==> src/shared/mnq_cfg.svh <==
// Register map, field positions and reset values of the master NI debug/QoS bank
`ifndef MNQ_CFG_SVH
`define MNQ_CFG_SVH

// ==========================================================
// Byte offsets
`define MNQ_OFS_IDENT_4_7    8'h18
`define MNQ_OFS_IDENT_8_11   8'h1C
`define MNQ_OFS_IDENT_12_15  8'h20
`define MNQ_OFS_NODE_FEAT    8'h24
`define MNQ_OFS_SILDBG       8'h28
`define MNQ_OFS_QOSACC       8'h2C
`define MNQ_OFS_RESP_SEL     8'h30
`define MNQ_OFS_SECR_ACC     8'h34

// ==========================================================
// Field positions
`define MNQ_SILDBG_CAP_BIT   31
`define MNQ_SILDBG_WR_LSB    20
`define MNQ_SILDBG_WR_MSB    28
`define MNQ_SILDBG_RD_LSB    8
`define MNQ_SILDBG_RD_MSB    16
`define MNQ_SILDBG_STALL_MSB 4
`define MNQ_STALL_AR         0
`define MNQ_STALL_R          1
`define MNQ_STALL_AW         2
`define MNQ_STALL_W          3
`define MNQ_STALL_B          4
`define MNQ_QOS_ARB_BIT      0
`define MNQ_QOS_STARV_BIT    1
`define MNQ_RESP_SEL_BIT     0
`define MNQ_SECR_ACC_BIT     0
`define MNQ_SECR_DBG_BIT     1
`define MNQ_BE_LOW           0
`define MNQ_BE_HIGH          3

// ==========================================================
// Reset values and codes
`define MNQ_RST_SECR         2'h0
`define MNQ_RST_QOS          2'h0
`define MNQ_RST_RESP_SEL     1'h0
`define MNQ_RST_CAP          1'h0
`define MNQ_RST_STALL        5'h00
`define MNQ_ZERO_WORD        32'h0000_0000
`define MNQ_AV_OKAY          2'h0
`define MNQ_AV_SLVERR        2'h2
`define MNQ_AV_DECERR        2'h3
`define MNQ_AXI_OKAY         2'h0
`define MNQ_AXI_SLVERR       2'h2

`endif

==> src/shared/mnq_pkg.sv <==
// Types shared by the master NI debug/QoS register bank
package mnq_pkg;

  // ==========================================================
  // Register bank state
  typedef logic [31:0] mnq_word_t;
  typedef logic [1:0]  mnq_resp_t;

  typedef struct packed {
    logic      ack;
    mnq_word_t rdata;
    mnq_resp_t resp;
    logic [1:0] secr;
    logic       cap_en;
    logic [4:0] stall;
    logic [1:0] qos;
    logic       resp_sel;
  } mnq_regs_s;

endpackage : mnq_pkg

==> src/mnq_outstanding_ctr.sv <==
// Outstanding transaction counter, request handshake to response
`timescale 1ns/1ps
`include "mnq_cfg.svh"

module mnq_outstanding_ctr #(
  parameter int WIDTH = 9
) (
  // Clock and reset
  input  wire logic             mclk,
  input  wire logic             rst_n,
  // Control
  input  wire logic             en,
  input  wire logic             inc,
  input  wire logic             dec,
  // Count
  output logic [WIDTH-1:0]      count_q
);

  typedef struct packed {
    logic [WIDTH-1:0] cnt;
  } mnq_ctr_s;

  localparam logic [WIDTH-1:0] CNT_ZERO = '0;
  localparam logic [WIDTH-1:0] CNT_MAX  = '1;
  localparam logic [WIDTH-1:0] CNT_ONE  = {{(WIDTH-1){1'b0}}, 1'b1};

  mnq_ctr_s st_q;
  mnq_ctr_s st_d;

  // ==========================================================
  // Next count, saturating at both ends
  always_comb begin
    st_d = st_q;
    if (en) begin
      if (inc && !dec && st_q.cnt != CNT_MAX) begin
        st_d.cnt = st_q.cnt + CNT_ONE;
      end else if (dec && !inc && st_q.cnt != CNT_ZERO) begin
        st_d.cnt = st_q.cnt - CNT_ONE;
      end
    end
  end

  always_ff @(posedge mclk or negedge rst_n) begin
    if (!rst_n) begin
      st_q <= '0;
    end else begin
      st_q <= st_d;
    end
  end

  assign count_q = st_q.cnt;

endmodule : mnq_outstanding_ctr

==> src/mnq_regs.sv <==
// Master NI debug monitor, QoS accept and security register bank
`timescale 1ns/1ps
`include "mnq_cfg.svh"

module mnq_regs #(
  parameter int ADDR_W = 8,
  parameter int CNT_W  = 9
) (
  // Clock and reset
  input  wire logic                mclk,
  input  wire logic                rst_n,
  // Avalon-MM slave
  input  wire logic [ADDR_W-1:0]   avs_address,
  input  wire logic                avs_read,
  input  wire logic                avs_write,
  input  wire logic [3:0]          avs_byteenable,
  input  wire mnq_pkg::mnq_word_t  avs_writedata,
  input  wire logic                avs_nonsecure,
  output mnq_pkg::mnq_word_t       avs_readdata,
  output mnq_pkg::mnq_resp_t       avs_response,
  output logic                     avs_waitrequest,
  // Monitored AXI write channels
  input  wire logic                awvalid,
  input  wire logic                awready,
  input  wire logic                wvalid,
  input  wire logic                wready,
  input  wire logic                bvalid,
  input  wire logic                bready,
  // Monitored AXI read channels
  input  wire logic                arvalid,
  input  wire logic                arready,
  input  wire logic                rvalid,
  input  wire logic                rready,
  input  wire logic                rlast,
  // QoS accept controls
  output logic                     qos_arb_disable,
  output logic                     qos_starv_disable,
  // Cache maintenance response
  output mnq_pkg::mnq_resp_t       cmo_unsup_resp
);
  import mnq_pkg::*;

  mnq_regs_s st_q;
  mnq_regs_s st_d;

  logic [CNT_W-1:0] wr_cnt;
  logic [CNT_W-1:0] rd_cnt;
  logic [4:0]       ch_valid;
  logic [4:0]       ch_ready;
  logic [4:0]       stall_now;

  // ==========================================================
  // Channel stall detection
  assign ch_valid[`MNQ_STALL_AR] = arvalid;
  assign ch_ready[`MNQ_STALL_AR] = arready;
  assign ch_valid[`MNQ_STALL_R]  = rvalid;
  assign ch_ready[`MNQ_STALL_R]  = rready;
  assign ch_valid[`MNQ_STALL_AW] = awvalid;
  assign ch_ready[`MNQ_STALL_AW] = awready;
  assign ch_valid[`MNQ_STALL_W]  = wvalid;
  assign ch_ready[`MNQ_STALL_W]  = wready;
  assign ch_valid[`MNQ_STALL_B]  = bvalid;
  assign ch_ready[`MNQ_STALL_B]  = bready;

  genvar gi;
  generate
    for (gi = 0; gi <= `MNQ_SILDBG_STALL_MSB; gi++) begin : g_stall
      assign stall_now[gi] = ch_valid[gi] & ~ch_ready[gi];
    end
  endgenerate

  // ==========================================================
  // Outstanding counters
  mnq_outstanding_ctr #(
    .WIDTH (CNT_W)
  ) u_wr_ctr (
    .mclk    (mclk),
    .rst_n   (rst_n),
    .en      (st_q.cap_en),
    .inc     (awvalid & awready),
    .dec     (bvalid & bready),
    .count_q (wr_cnt)
  );

  mnq_outstanding_ctr #(
    .WIDTH (CNT_W)
  ) u_rd_ctr (
    .mclk    (mclk),
    .rst_n   (rst_n),
    .en      (st_q.cap_en),
    .inc     (arvalid & arready),
    .dec     (rvalid & rready & rlast),
    .count_q (rd_cnt)
  );

  // ==========================================================
  // Access decode and next state
  logic            req;
  logic            hit;
  logic            allow;
  logic            do_wr;
  logic            be_lo;
  logic            be_hi;
  logic [ADDR_W-1:0] ofs_i47;
  logic [ADDR_W-1:0] ofs_i811;
  logic [ADDR_W-1:0] ofs_i1215;
  logic [ADDR_W-1:0] ofs_feat;
  logic [ADDR_W-1:0] ofs_dbg;
  logic [ADDR_W-1:0] ofs_qos;
  logic [ADDR_W-1:0] ofs_rsel;
  logic [ADDR_W-1:0] ofs_secr;
  mnq_word_t       rd_word;
  mnq_word_t       mon_word;
  logic            wr_qos;
  logic            wr_rsel;
  logic            wr_secr;
  logic            wr_cap;

  assign ofs_i47   = ADDR_W'(`MNQ_OFS_IDENT_4_7);
  assign ofs_i811  = ADDR_W'(`MNQ_OFS_IDENT_8_11);
  assign ofs_i1215 = ADDR_W'(`MNQ_OFS_IDENT_12_15);
  assign ofs_feat  = ADDR_W'(`MNQ_OFS_NODE_FEAT);
  assign ofs_dbg   = ADDR_W'(`MNQ_OFS_SILDBG);
  assign ofs_qos   = ADDR_W'(`MNQ_OFS_QOSACC);
  assign ofs_rsel  = ADDR_W'(`MNQ_OFS_RESP_SEL);
  assign ofs_secr  = ADDR_W'(`MNQ_OFS_SECR_ACC);

  assign req   = avs_read | avs_write;
  assign be_lo = avs_byteenable[`MNQ_BE_LOW];
  assign be_hi = avs_byteenable[`MNQ_BE_HIGH];

  // ==========================================================
  // Word hit and security permission
  always_comb begin
    hit   = 1'b1;
    allow = 1'b1;
    case (avs_address)
      ofs_i47: begin
        allow = 1'b1;
      end
      ofs_i811: begin
        allow = 1'b1;
      end
      ofs_i1215: begin
        allow = 1'b1;
      end
      ofs_feat: begin
        allow = ~avs_nonsecure | st_q.secr[`MNQ_SECR_ACC_BIT];
      end
      ofs_dbg: begin
        allow = ~avs_nonsecure | st_q.secr[`MNQ_SECR_ACC_BIT]
              | st_q.secr[`MNQ_SECR_DBG_BIT];
      end
      ofs_qos: begin
        allow = ~avs_nonsecure | st_q.secr[`MNQ_SECR_ACC_BIT];
      end
      ofs_rsel: begin
        allow = ~avs_nonsecure | st_q.secr[`MNQ_SECR_ACC_BIT];
      end
      ofs_secr: begin
        allow = ~avs_nonsecure;
      end
      default: begin
        hit   = 1'b0;
        allow = 1'b0;
      end
    endcase
  end

  // ==========================================================
  // Monitor word assembly
  always_comb begin
    mon_word = `MNQ_ZERO_WORD;
    mon_word[`MNQ_SILDBG_CAP_BIT] = st_q.cap_en;
    mon_word[`MNQ_SILDBG_WR_MSB:`MNQ_SILDBG_WR_LSB] = wr_cnt;
    mon_word[`MNQ_SILDBG_RD_MSB:`MNQ_SILDBG_RD_LSB] = rd_cnt;
    mon_word[`MNQ_SILDBG_STALL_MSB:0] = st_q.stall;
  end

  // ==========================================================
  // Read data per word
  always_comb begin
    rd_word = `MNQ_ZERO_WORD;
    case (avs_address)
      ofs_i47: begin
        rd_word = `MNQ_ZERO_WORD;
      end
      ofs_i811: begin
        rd_word = `MNQ_ZERO_WORD;
      end
      ofs_i1215: begin
        rd_word = `MNQ_ZERO_WORD;
      end
      ofs_feat: begin
        rd_word = `MNQ_ZERO_WORD;
      end
      ofs_dbg: begin
        rd_word = mon_word;
      end
      ofs_qos: begin
        rd_word[`MNQ_QOS_STARV_BIT:0] = st_q.qos;
      end
      ofs_rsel: begin
        rd_word[`MNQ_RESP_SEL_BIT] = st_q.resp_sel;
      end
      ofs_secr: begin
        rd_word[`MNQ_SECR_DBG_BIT:0] = st_q.secr;
      end
      default: begin
        rd_word = `MNQ_ZERO_WORD;
      end
    endcase
  end

  // ==========================================================
  // Write strobes, committed at the answer edge
  assign do_wr   = avs_write & st_q.ack & hit & allow;
  assign wr_qos  = do_wr & be_lo & (avs_address == ofs_qos);
  assign wr_rsel = do_wr & be_lo & (avs_address == ofs_rsel);
  assign wr_secr = do_wr & be_lo & (avs_address == ofs_secr);
  assign wr_cap  = do_wr & be_hi & (avs_address == ofs_dbg);

  // ==========================================================
  // Next state
  always_comb begin
    st_d = st_q;

    // One wait state, then answer
    st_d.ack = req & ~st_q.ack;
    if (req && !st_q.ack) begin
      if (!hit) begin
        st_d.rdata = `MNQ_ZERO_WORD;
        st_d.resp  = `MNQ_AV_DECERR;
      end else if (!allow) begin
        st_d.rdata = `MNQ_ZERO_WORD;
        st_d.resp  = `MNQ_AV_SLVERR;
      end else begin
        st_d.rdata = avs_read ? rd_word : `MNQ_ZERO_WORD;
        st_d.resp  = `MNQ_AV_OKAY;
      end
    end

    // Writes land at the answer edge
    if (wr_qos) begin
      st_d.qos = avs_writedata[`MNQ_QOS_STARV_BIT:`MNQ_QOS_ARB_BIT];
    end
    if (wr_rsel) begin
      st_d.resp_sel = avs_writedata[`MNQ_RESP_SEL_BIT];
    end
    if (wr_secr) begin
      st_d.secr = avs_writedata[`MNQ_SECR_DBG_BIT:`MNQ_SECR_ACC_BIT];
    end
    if (wr_cap) begin
      st_d.cap_en = avs_writedata[`MNQ_SILDBG_CAP_BIT];
    end

    // Live channel sampling while capturing
    if (st_q.cap_en) begin
      st_d.stall = stall_now;
    end
  end

  // ==========================================================
  // State register
  always_ff @(posedge mclk or negedge rst_n) begin
    if (!rst_n) begin
      st_q.ack      <= 1'b0;
      st_q.rdata    <= `MNQ_ZERO_WORD;
      st_q.resp     <= `MNQ_AV_OKAY;
      st_q.secr     <= `MNQ_RST_SECR;
      st_q.cap_en   <= `MNQ_RST_CAP;
      st_q.stall    <= `MNQ_RST_STALL;
      st_q.qos      <= `MNQ_RST_QOS;
      st_q.resp_sel <= `MNQ_RST_RESP_SEL;
    end else begin
      st_q <= st_d;
    end
  end

  // ==========================================================
  // Outputs
  assign avs_waitrequest   = req & ~st_q.ack;
  assign avs_readdata      = st_q.rdata;
  assign avs_response      = st_q.resp;
  assign qos_arb_disable   = st_q.qos[`MNQ_QOS_ARB_BIT];
  assign qos_starv_disable = st_q.qos[`MNQ_QOS_STARV_BIT];
  assign cmo_unsup_resp    = st_q.resp_sel ? `MNQ_AXI_SLVERR : `MNQ_AXI_OKAY;

endmodule : mnq_regs

==> config.mk <==
export PLATFORM = sky130hd
export DESIGN_NAME = mnq_regs
export DESIGN_NICKNAME = d
export VERILOG_FILES = /design/src/shared/mnq_pkg.sv /design/src/mnq_outstanding_ctr.sv /design/src/mnq_regs.sv
export VERILOG_INCLUDE_DIRS = /design/src /design/src/shared
export SDC_FILE = /design/constraint.sdc
export NUM_CORES = 1
export LEC_CHECK = 0
export BUFFER_PORTS_ARGS = -buffer_cell sky130_fd_sc_hd__buf_2
export CAP_MARGIN = 20
export CELL_PAD_IN_SITES_DETAIL_PLACEMENT = 0
export CELL_PAD_IN_SITES_GLOBAL_PLACEMENT = 2
export CORE_AREA = 2 2 121 123
export CTS_BUF_LIST = sky130_fd_sc_hd__clkbuf_8
export CTS_CLUSTER_DIAMETER = 80
export DETAILED_ROUTE_END_ITERATION = 12
export DIE_AREA = 0 0 123 125
export PLACE_DENSITY = 0.61
export SYNTH_ARGS = -nofsm -noshare
export SYNTH_HDL_FRONTEND = slang
export SYNTH_SLANG_ARGS = --single-unit
==> constraint.sdc <==
create_clock -name mclk -period 3.2 [get_ports mclk]
set_clock_uncertainty 0.2 [all_clocks]
set_input_delay 0.32 -clock mclk [delete_from_list [all_inputs] [get_ports mclk]]
set_output_delay 0.32 -clock mclk [all_outputs]
set_load 0.02 [all_outputs]
### After elaboration in Yosys (flattened, before gate mapping)

Cells that the tools add are included.
W data, S select, Z words.

| cells by class | value |
|---|---|
| add/subtract/negate cells | 4 |
| $mul | 0 |
| div/mod/pow operators | 0 |
| order comparisons | 0 |
| equality and inequality tests | 10 |
| shift operators | 0 |
| multiplexer cells | 45 |
| bitwise gates (word level) | 30 |
| reductions and logical operators | 20 |

Operators by type and width:

| cell | number |
|---|---|
| $mux W30 | 5 |
| $mux W34 | 2 |
| $eq A8 B6 Y1 const B | 6 |
| $mux W9 | 4 |
| $mux W1 | 32 |
| $mux W32 | 1 |
| $and A1 B1 Y1 | 20 |
| $add A9 B1 Y9 const B | 2 |
| $ne A9 B9 Y1 const B | 2 |
| $reduce_bool A9 Y1 | 2 |
| $sub A9 B1 Y9 const B | 2 |
| $eq A8 B5 Y1 const B | 2 |
| $logic_and A1 B1 Y1 | 9 |
| $not A1 Y1 | 7 |
| $logic_not A1 Y1 | 5 |
| $reduce_and A2 Y1 | 2 |
| $reduce_bool A2 Y1 | 2 |
| $or A1 B1 Y1 | 3 |
| $mux W2 | 1 |

| word-level totals | value |
|---|---|
| bits in registers | 64 |
| latch bits | 0 |
| memory bits (writable) | 0 |
| ROM bits | 0 |
| bits of input ports | 60 |
| output and inout bits | 39 |
| logic and storage cells | 119 |
| memories kept | 0 |

### Depth between registers and ports, before layout

Gate-level depths: netlist of the first run.

| logic depth | value |
|---|---|
| depth in word-level cells | 13 |
| depth in mapped cells | 10 |
| depth with buffers taken out | 10 |

### Cells and area by module

From an unflattened synthesis of the first run, not the netlist that was laid out.

| unflattened totals | value |
|---|---|
| cell total of the unflattened synthesis | 345 |
| area, all modules | 3477.1 um^2 |

By module, submodules not included:

| module | instances | cells an instance | area each (um^2) | seq. area each (um^2) |
|---|---|---|---|---|
| mnq_regs | 1 | 187 | 2043.2 | 950.9 |
| mnq_outstanding_ctr | 2 | 79 | 716.9 | 225.2 |

### Worst setup path before layout of the first run

OpenSTA, ideal clock, no wires.

| timing path | value |
|---|---|
| path kind | register -> register |
| from | register u_wr_ctr.st_q (netlist bit u_wr_ctr.count_q[4]) |
| to | register u_wr_ctr.st_q (netlist bit u_wr_ctr.count_q[7]) |
| setup time | 125 ps |
| arrival time | 2616 ps |
| data required time | 2875 ps |
| setup slack | 259 ps |
| stages on the path, launching flop included | 11 |
| buffers on the path | 0 |
| clock period less this slack | 2941 ps |
| cell sequence | dfrtp_1 > nand4_1 > nor3_1 > a211oi_1 > inv_1 > ha_1 > a21oi_1 > o211ai_1 > o41ai_1 > xnor2_1 > mux2_2 |

| between the ends | value |
|---|---|
| cells in the longest elaborated chain, start to end | 4 |
| elaborated cells on any way between the ends | 10 |
| classes of those cells | 2 x add/sub; 1 x eq/ne; 2 x mux; 5 x reduce/logical |

Ends and longest elaborated chain:

| item | RTL line | source |
|---|---|---|
| start, declared | mnq_outstanding_ctr.sv:27 | `mnq_ctr_s st_q;` |
| start signal, assigned | mnq_outstanding_ctr.sv:47 | `st_q <= st_d;` |
| parallel branches: the longest is 4 deep, another holds $sub A9 B1 Y9 | n/a |  |

Parallel ways; which one is timed is not known. The select of a mux whose other input is x is not followed.
A chain may end at the register's enable or synchronous reset.

### Worst setup path in the final report of the first run

| timing path | value |
|---|---|
| from | register u_rd_ctr.st_q (netlist bit u_rd_ctr.count_q[4]) |
| to | register u_rd_ctr.st_q (netlist bit u_rd_ctr.count_q[7]) |

| between the ends | value |
|---|---|
| cells in the longest elaborated chain, start to end | 4 |
| elaborated cells on any way between the ends | 10 |
| classes of those cells | 2 x add/sub; 1 x eq/ne; 2 x mux; 5 x reduce/logical |

Ends and longest elaborated chain:

| item | RTL line |
|---|---|
| start, declared | mnq_outstanding_ctr.sv:27 |
| start signal, assigned | mnq_outstanding_ctr.sv:47 |
| parallel branches: the longest is 4 deep, another holds $sub A9 B1 Y9 | n/a |

Parallel ways; which one is timed is not known. The select of a mux whose other input is x is not followed.

==> impl_metrics.json, run 1 <==
{
  "status": "complete, no violations",
  "post-cts-setup-buffer-count": 0,
  "core_um2": 14200,
  "grt_max_degree": 39,
  "cts-buffers-inserted": 5,
  "ctsResizeCount": 0,
  "fp.dieH_um": 125,
  "drv_cap": 0,
  "setup_ws_ns": 0.309,
  "worstSetupEndpointType": "register",
  "async_reset_ff_frac": 1.00,
  "area_growth_syn_to_layout_pct": 11.9,
  "gp_congestion": 0.775,
  "crit_chain": "nand4_1 -> nor3_1 -> nor3_1 -> inv_1 -> ha_1 -> a21oi_1 -> o211ai_1 -> o41ai_1 -> xnor2_1 -> mux2_2",
  "clock_path_buffers": 2,
  "grt_pass1_vias": 2620,
  "finalSetupViolations": 0,
  "antenna_cells": 0,
  "gr-usage-all-layers": 0.109,
  "tightest_slew_ns": 0.659,
  "die_area_um2": 15400,
  "avgSynthCellArea_um2": 10.1,
  "yosysSeqAreaShare": 0.408,
  "rows": 44,
  "startpoint_type": "register",
  "synth-edff-count": 0,
  "seqCellArea_um2": 1400,
  "cp.arrival_ns": 2.91,
  "cp_data_required_time_ns": 3.22,
  "htree_levels": 2,
  "min_from": "avs_writedata[1]",
  "crit_path_frequent_cell": "nor3_1",
  "irDropWorstVdd_mv": 0.144,
  "relSlewSlack": 0.561,
  "period_share": 0.903,
  "clock-sinks": 56,
  "r2r-start": "u_rd_ctr.count_q[4]$_DFFE_PN0P_",
  "drtIter0Drc": 165,
  "post-dp-hpwl_um": 6010,
  "cp_slowest_cell": "dfrtp_1",
  "rsz0062_at_grt": "no",
  "fin_crit_ns": 2.89,
  "initial_core_util": 0.242,
  "place_ws_ns": 0.304,
  "routed_wl_um": 8150,
  "nNetsFinal": 451,
  "die_x_um": 123,
  "final_common_cell": "buf_2",
  "grt_overflow": 0,
  "p_per_area_nw_per_um2": 390,
  "io_buffers": 58,
  "fin_util": 0.270,
  "worstPathMaxFanout": 7,
  "final_cell_mix": "buf_2 (58), dfrtp_1 (56), a22o_1 (23)",
  "clk_pin_slew_ns": 0.11,
  "hold_buffers": 1,
  "power.leakage_nw": 1.87,
  "p_total_mw": 1.50,
  "root_buffer": "clkbuf_8",
  "syn_area_um2": 3430,
  "multiInputGateArea_um2": 1690,
  "synth_cell_types": 47,
  "ys_ff_latch": 56,
  "final_max_slew_viol_count": 0,
  "drtPass1Iterations": 4,
  "final_antenna_net_count": 0,
  "synth-main-ff-cell": "dfrtp_1",
  "ys_warn_count": 0,
  "tritoncts": "done",
  "worstSetupPathType": "reg -> reg",
  "stdcell_count": 560,
  "wl_per_cell_um": 14.6,
  "tns_ns": 0,
  "fmax_ghz": 0.346,
  "route.detailed.drc": 0,
  "crit_path_start": "u_rd_ctr.count_q[4]$_DFFE_PN0P_",
  "hold_path.class": "in -> reg",
  "place_inst": 551,
  "grt_pass1_wl_um": 13200,
  "n_fill_cell": 1506,
  "antenna_found_initial": 0,
  "drive_gt1_frac": 0.250,
  "max_stage_delay_ns": 0.45,
  "finalHoldViolations": 0,
  "num_vias": 2582,
  "vias_per_cell": 4.61,
  "io_pins": 99,
  "synth_cells": 339,
  "clk_latency_ns": 0.32
}
## worst max-delay path, delay by kind of cell (launching register included)
kind / cells / cell delay, ns
compound gates: 3 / 0.81
mux: 1 / 0.27
fa+ha+maj: 1 / 0.31
xor+xnor: 1 / 0.11
flops: 1 / 0.45
simple gates: 3 / 0.44
buf+inv: 1 / 0.21
## state kept, by name, summed over array words and instances (netlist names)
signal	count
avs_readdata	24
u_rd_ctr.count_q	9
u_wr_ctr.count_q	9
mon_word	6
st_q	4
avs_response	2
qos_arb_disable	1
qos_starv_disable	1
## layer usage
layer,GRT usage,routed length [um],share of wire,vias up
li1,-,-,-,1250
met1,0.142,3850,0.47,1258
met2,0.180,3770,0.46,65
met3,0.0205,383,0.047,9
met4,0.0401,153,0.019,0
met5,0,0,0,-
## layout make-up
type | count | area share
timing repair buffer | 65 | 0.0899
inverter | 19 | 0.0186
sequential | 56 | 0.365
tap | 184 | 0.0599
clock inverter | 3 | 0.0101
clock buffer | 5 | 0.0179
multi-input combinational | 228 | 0.439
## cell usage after synthesis, drive strengths merged, types with 6 or more instances
cell / count / share of area
ha: 14 / 0.051
nand2: 17 / 0.019
inv: 19 / 0.021
nor3: 7 / 0.012
nor2: 14 / 0.015
dfrtp: 56 / 0.41
nand3: 6 / 0.0087
mux2: 18 / 0.059
nor2b: 6 / 0.011
buf: 39 / 0.085
a22o: 23 / 0.059
nand3b: 9 / 0.020
o21ai: 24 / 0.042
a21oi: 10 / 0.015
xnor2: 8 / 0.020
## path summary, 6_finish.rpt
check	end	slack (ns)	cells after the start
max	u_rd_ctr.count_q[7]$_DFFE_PN0P_	0.31	10
min	st_q[10]$_DFFE_PN0P_	0.05	2
max reg2reg	u_rd_ctr.count_q[7]$_DFFE_PN0P_	0.31	10
min reg2reg	avs_response[0]$_DFFE_PN0P_	0.29	2
max in group asynchronous	avs_response[1]$_DFFE_PN0P_	1.64	3
min in group asynchronous	u_rd_ctr.count_q[2]$_DFFE_PN0P_	0.28	2
## power breakdown
part	switching [mW]	total, mW	internal, mW
logic	0.161	0.272	0.111
registers	0.0184	0.746	0.728
clock network	0.250	0.481	0.230
## logic make-up (layout without fill, tap and decap cells)
logic type | count (synthesis) | after routing | synth area share
compound gates | 81 | 81 | 0.174
simple gates | 90 | 90 | 0.148
buf+inv | 63 | 92 | 0.111
xor+xnor | 12 | 12 | 0.0306
flops | 56 | 56 | 0.408
fa+ha+maj | 16 | 16 | 0.0627
mux | 20 | 20 | 0.0649
other cells | 1 | 9 | 0.00109
## metrics by stage
step           cell area (um^2)  hold WS (ns)
2_1_floorplan              3460        -0.176
3_3_place_gp               3720         0.111
3_5_place_dp               3720         0.119
4_1_cts                    3840        0.0326
5_1_grt                    3840        0.0411
6_report                   3840        0.0485
Power figures use the tool's default switching activity.
==> run 2: changes to the inputs <==
==> constraint.sdc (replaced) <==
create_clock -name mclk -period 3.3 [get_ports mclk]
set_clock_uncertainty 0.2 [all_clocks]
set_input_delay 0.33 -clock mclk [delete_from_list [all_inputs] [get_ports mclk]]
set_output_delay 0.33 -clock mclk [all_outputs]
set_load 0.02 [all_outputs]
==> run 2 against run 1 <==
Effect of this change: combinational power decreased by 2%; critical path depth did not move; utilization fell by 0.097 points; hold slack gained 0.0091 ns; register-to-register slack better by 0.16 ns; fmax up 2.0%; sequential power is 3.1% lower; cell count down 0.18%; first-iteration DRC count fell by 10%; largest power group unchanged; highest routed layer unchanged.
==> impl_metrics.json, run 2 (synthesized netlist as in run 1, its figures left out) <==
{
  "drive_gt1_frac": 0.251,
  "gr-usage-all-layers": 0.112,
  "die_x_um": 123,
  "netSwitchingFraction": 0.304,
  "root_buffer": "clkbuf_8",
  "post-dp-hpwl_um": 6110,
  "wl_per_cell_um": 14.6,
  "startpoint_type": "register",
  "cts-buffers-inserted": 5,
  "htree_levels": 2,
  "grt_pass1_vias": 2595,
  "largest_reg_flops": 24,
  "area_growth_syn_to_layout_pct": 11.5,
  "finalSetupViolations": 0,
  "status": "complete, no violations",
  "grt_overflow": 0,
  "fmax_ghz": 0.353,
  "worstPathMaxFanout": 7,
  "rsz0062_at_grt": "no",
  "worstSetupPathType": "reg -> reg",
  "drtIter0Drc": 148,
  "post-cts-setup-buffer-count": 0,
  "tightest_slew_ns": 0.823,
  "vias_per_cell": 4.55,
  "final_antenna_net_count": 0,
  "clockPowerShare": 0.282,
  "ctsResizeCount": 0,
  "relSlewSlack": 0.451,
  "grt_max_degree": 35,
  "num_vias": 2542,
  "switchingPower_uw": 419,
  "initial_core_util": 0.242,
  "die_area_um2": 15400,
  "tritoncts": "done",
  "cp.arrival_ns": 2.85,
  "worstSetupEndpointType": "register",
  "hold_path.class": "in -> reg",
  "clk_latency_ns": 0.32,
  "fin_crit_ns": 2.83,
  "period_share": 0.859,
  "clk_pin_slew_ns": 0.10,
  "io_buffers": 58,
  "clock-sinks": 56,
  "finalHoldViolations": 0,
  "pwr-share-comb": 0.193,
  "cp_data_required_time_ns": 3.31,
  "final_common_cell": "buf_2",
  "final_cell_mix": "buf_2 (58), dfrtp_1 (56), a22o_1 (23)",
  "hold_buffers": 1,
  "tns_ns": 0,
  "gp_congestion": 0.801,
  "antenna_found_initial": 0,
  "clock_path_buffers": 2,
  "irDropWorstVdd_mv": 0.140,
  "place_area_um2": 3740,
  "route.detailed.drc": 0,
  "power.leakage_nw": 1.86,
  "nNetsFinal": 451,
  "drv_cap": 0,
  "antenna_cells": 0,
  "routed_wl_um": 8150,
  "grt_pass1_wl_um": 13700,
  "p_int_uw": 960,
  "core_um2": 14200,
  "fin_util": 0.269,
  "fp.dieH_um": 125,
  "fin_area_um2": 3830,
  "drtPass1Iterations": 4,
  "p_per_area_nw_per_um2": 360,
  "final_max_slew_viol_count": 0,
  "rows": 44,
  "seq_power_share": 0.525,
  "io_pins": 99
}
==> run 2: final timing paths <==
kind	start	end	slack (ns)	cells past startpoint
min	avs_writedata[1]	qos_starv_disable$_DFFE_PN0P_	0.06	2
max	u_wr_ctr.count_q[5]$_DFFE_PN0P_	u_wr_ctr.count_q[7]$_DFFE_PN0P_	0.47	10
max in group asynchronous	rst_n	mon_word[1]$_DFFE_PN0P_	1.77	3
min reg2reg	avs_response[0]$_DFFE_PN0P_	avs_response[0]$_DFFE_PN0P_	0.29	2
max reg2reg	u_wr_ctr.count_q[5]$_DFFE_PN0P_	u_wr_ctr.count_q[7]$_DFFE_PN0P_	0.47	10
min in group asynchronous	rst_n	avs_readdata[11]$_DFFE_PN0P_	0.43	2
==> run 2: area by class of cell <==
| class | instances | area [um^2] |
|---|---|---|
| Tap cell | 184 | 230 |
| Sequential cell | 56 | 1400 |
| Multi-Input combinational cell | 228 | 1690 |
| Timing Repair Buffer | 65 | 358 |
| Fill cell | 1547 | 10400 |
| Clock buffer | 5 | 68.8 |
| Clock inverter | 2 | 12.5 |
| Inverter | 19 | 71.3 |
==> run 2: per-layer routing <==
layer,track usage,part of all wire
met1,0.152,0.48
met2,0.182,0.46
met3,0.0205,0.044
met4,0.0341,0.013
met5,0,0
==> run 2: worst max-delay path, cell delays in order (launching register included) <==
cell	delay, ns
dfrtp_1	0.45
nand4_1	0.12
nor3_1	0.06
a211oi_1	0.25
inv_1	0.22
ha_1	0.31
a21oi_1	0.22
o211ai_1	0.16
o41ai_1	0.36
xnor2_1	0.11
mux2_2	0.27
==> run 2: power groups by stage <==
| stage | clock [mW] | sequential [mW] | combinational (mW) |
|---|---|---|---|
| 2_1_floorplan | 0 | 0.731 | 0.196 |
| 3_3_place_gp | 0 | 0.737 | 0.267 |
| 3_5_place_dp | 0 | 0.738 | 0.269 |
| 4_1_cts | 0.406 | 0.724 | 0.271 |
| 5_1_grt | 0.430 | 0.728 | 0.307 |
| 6_report | 0.389 | 0.723 | 0.267 |
==> run 2: through the flow <==
step | hold slack (ns) | cells | power [mW] | setup WS [ns]
floorplan | -0.166 | 347 | 0.927 | 0.359
global placement | 0.263 | 551 | 1.00 | 0.427
detailed placement | 0.275 | 551 | 1.01 | 0.445
CTS | 0.0446 | 559 | 1.40 | 0.415
global route | 0.0420 | 559 | 1.46 | 0.144
finish | 0.0575 | 559 | 1.38 | 0.467
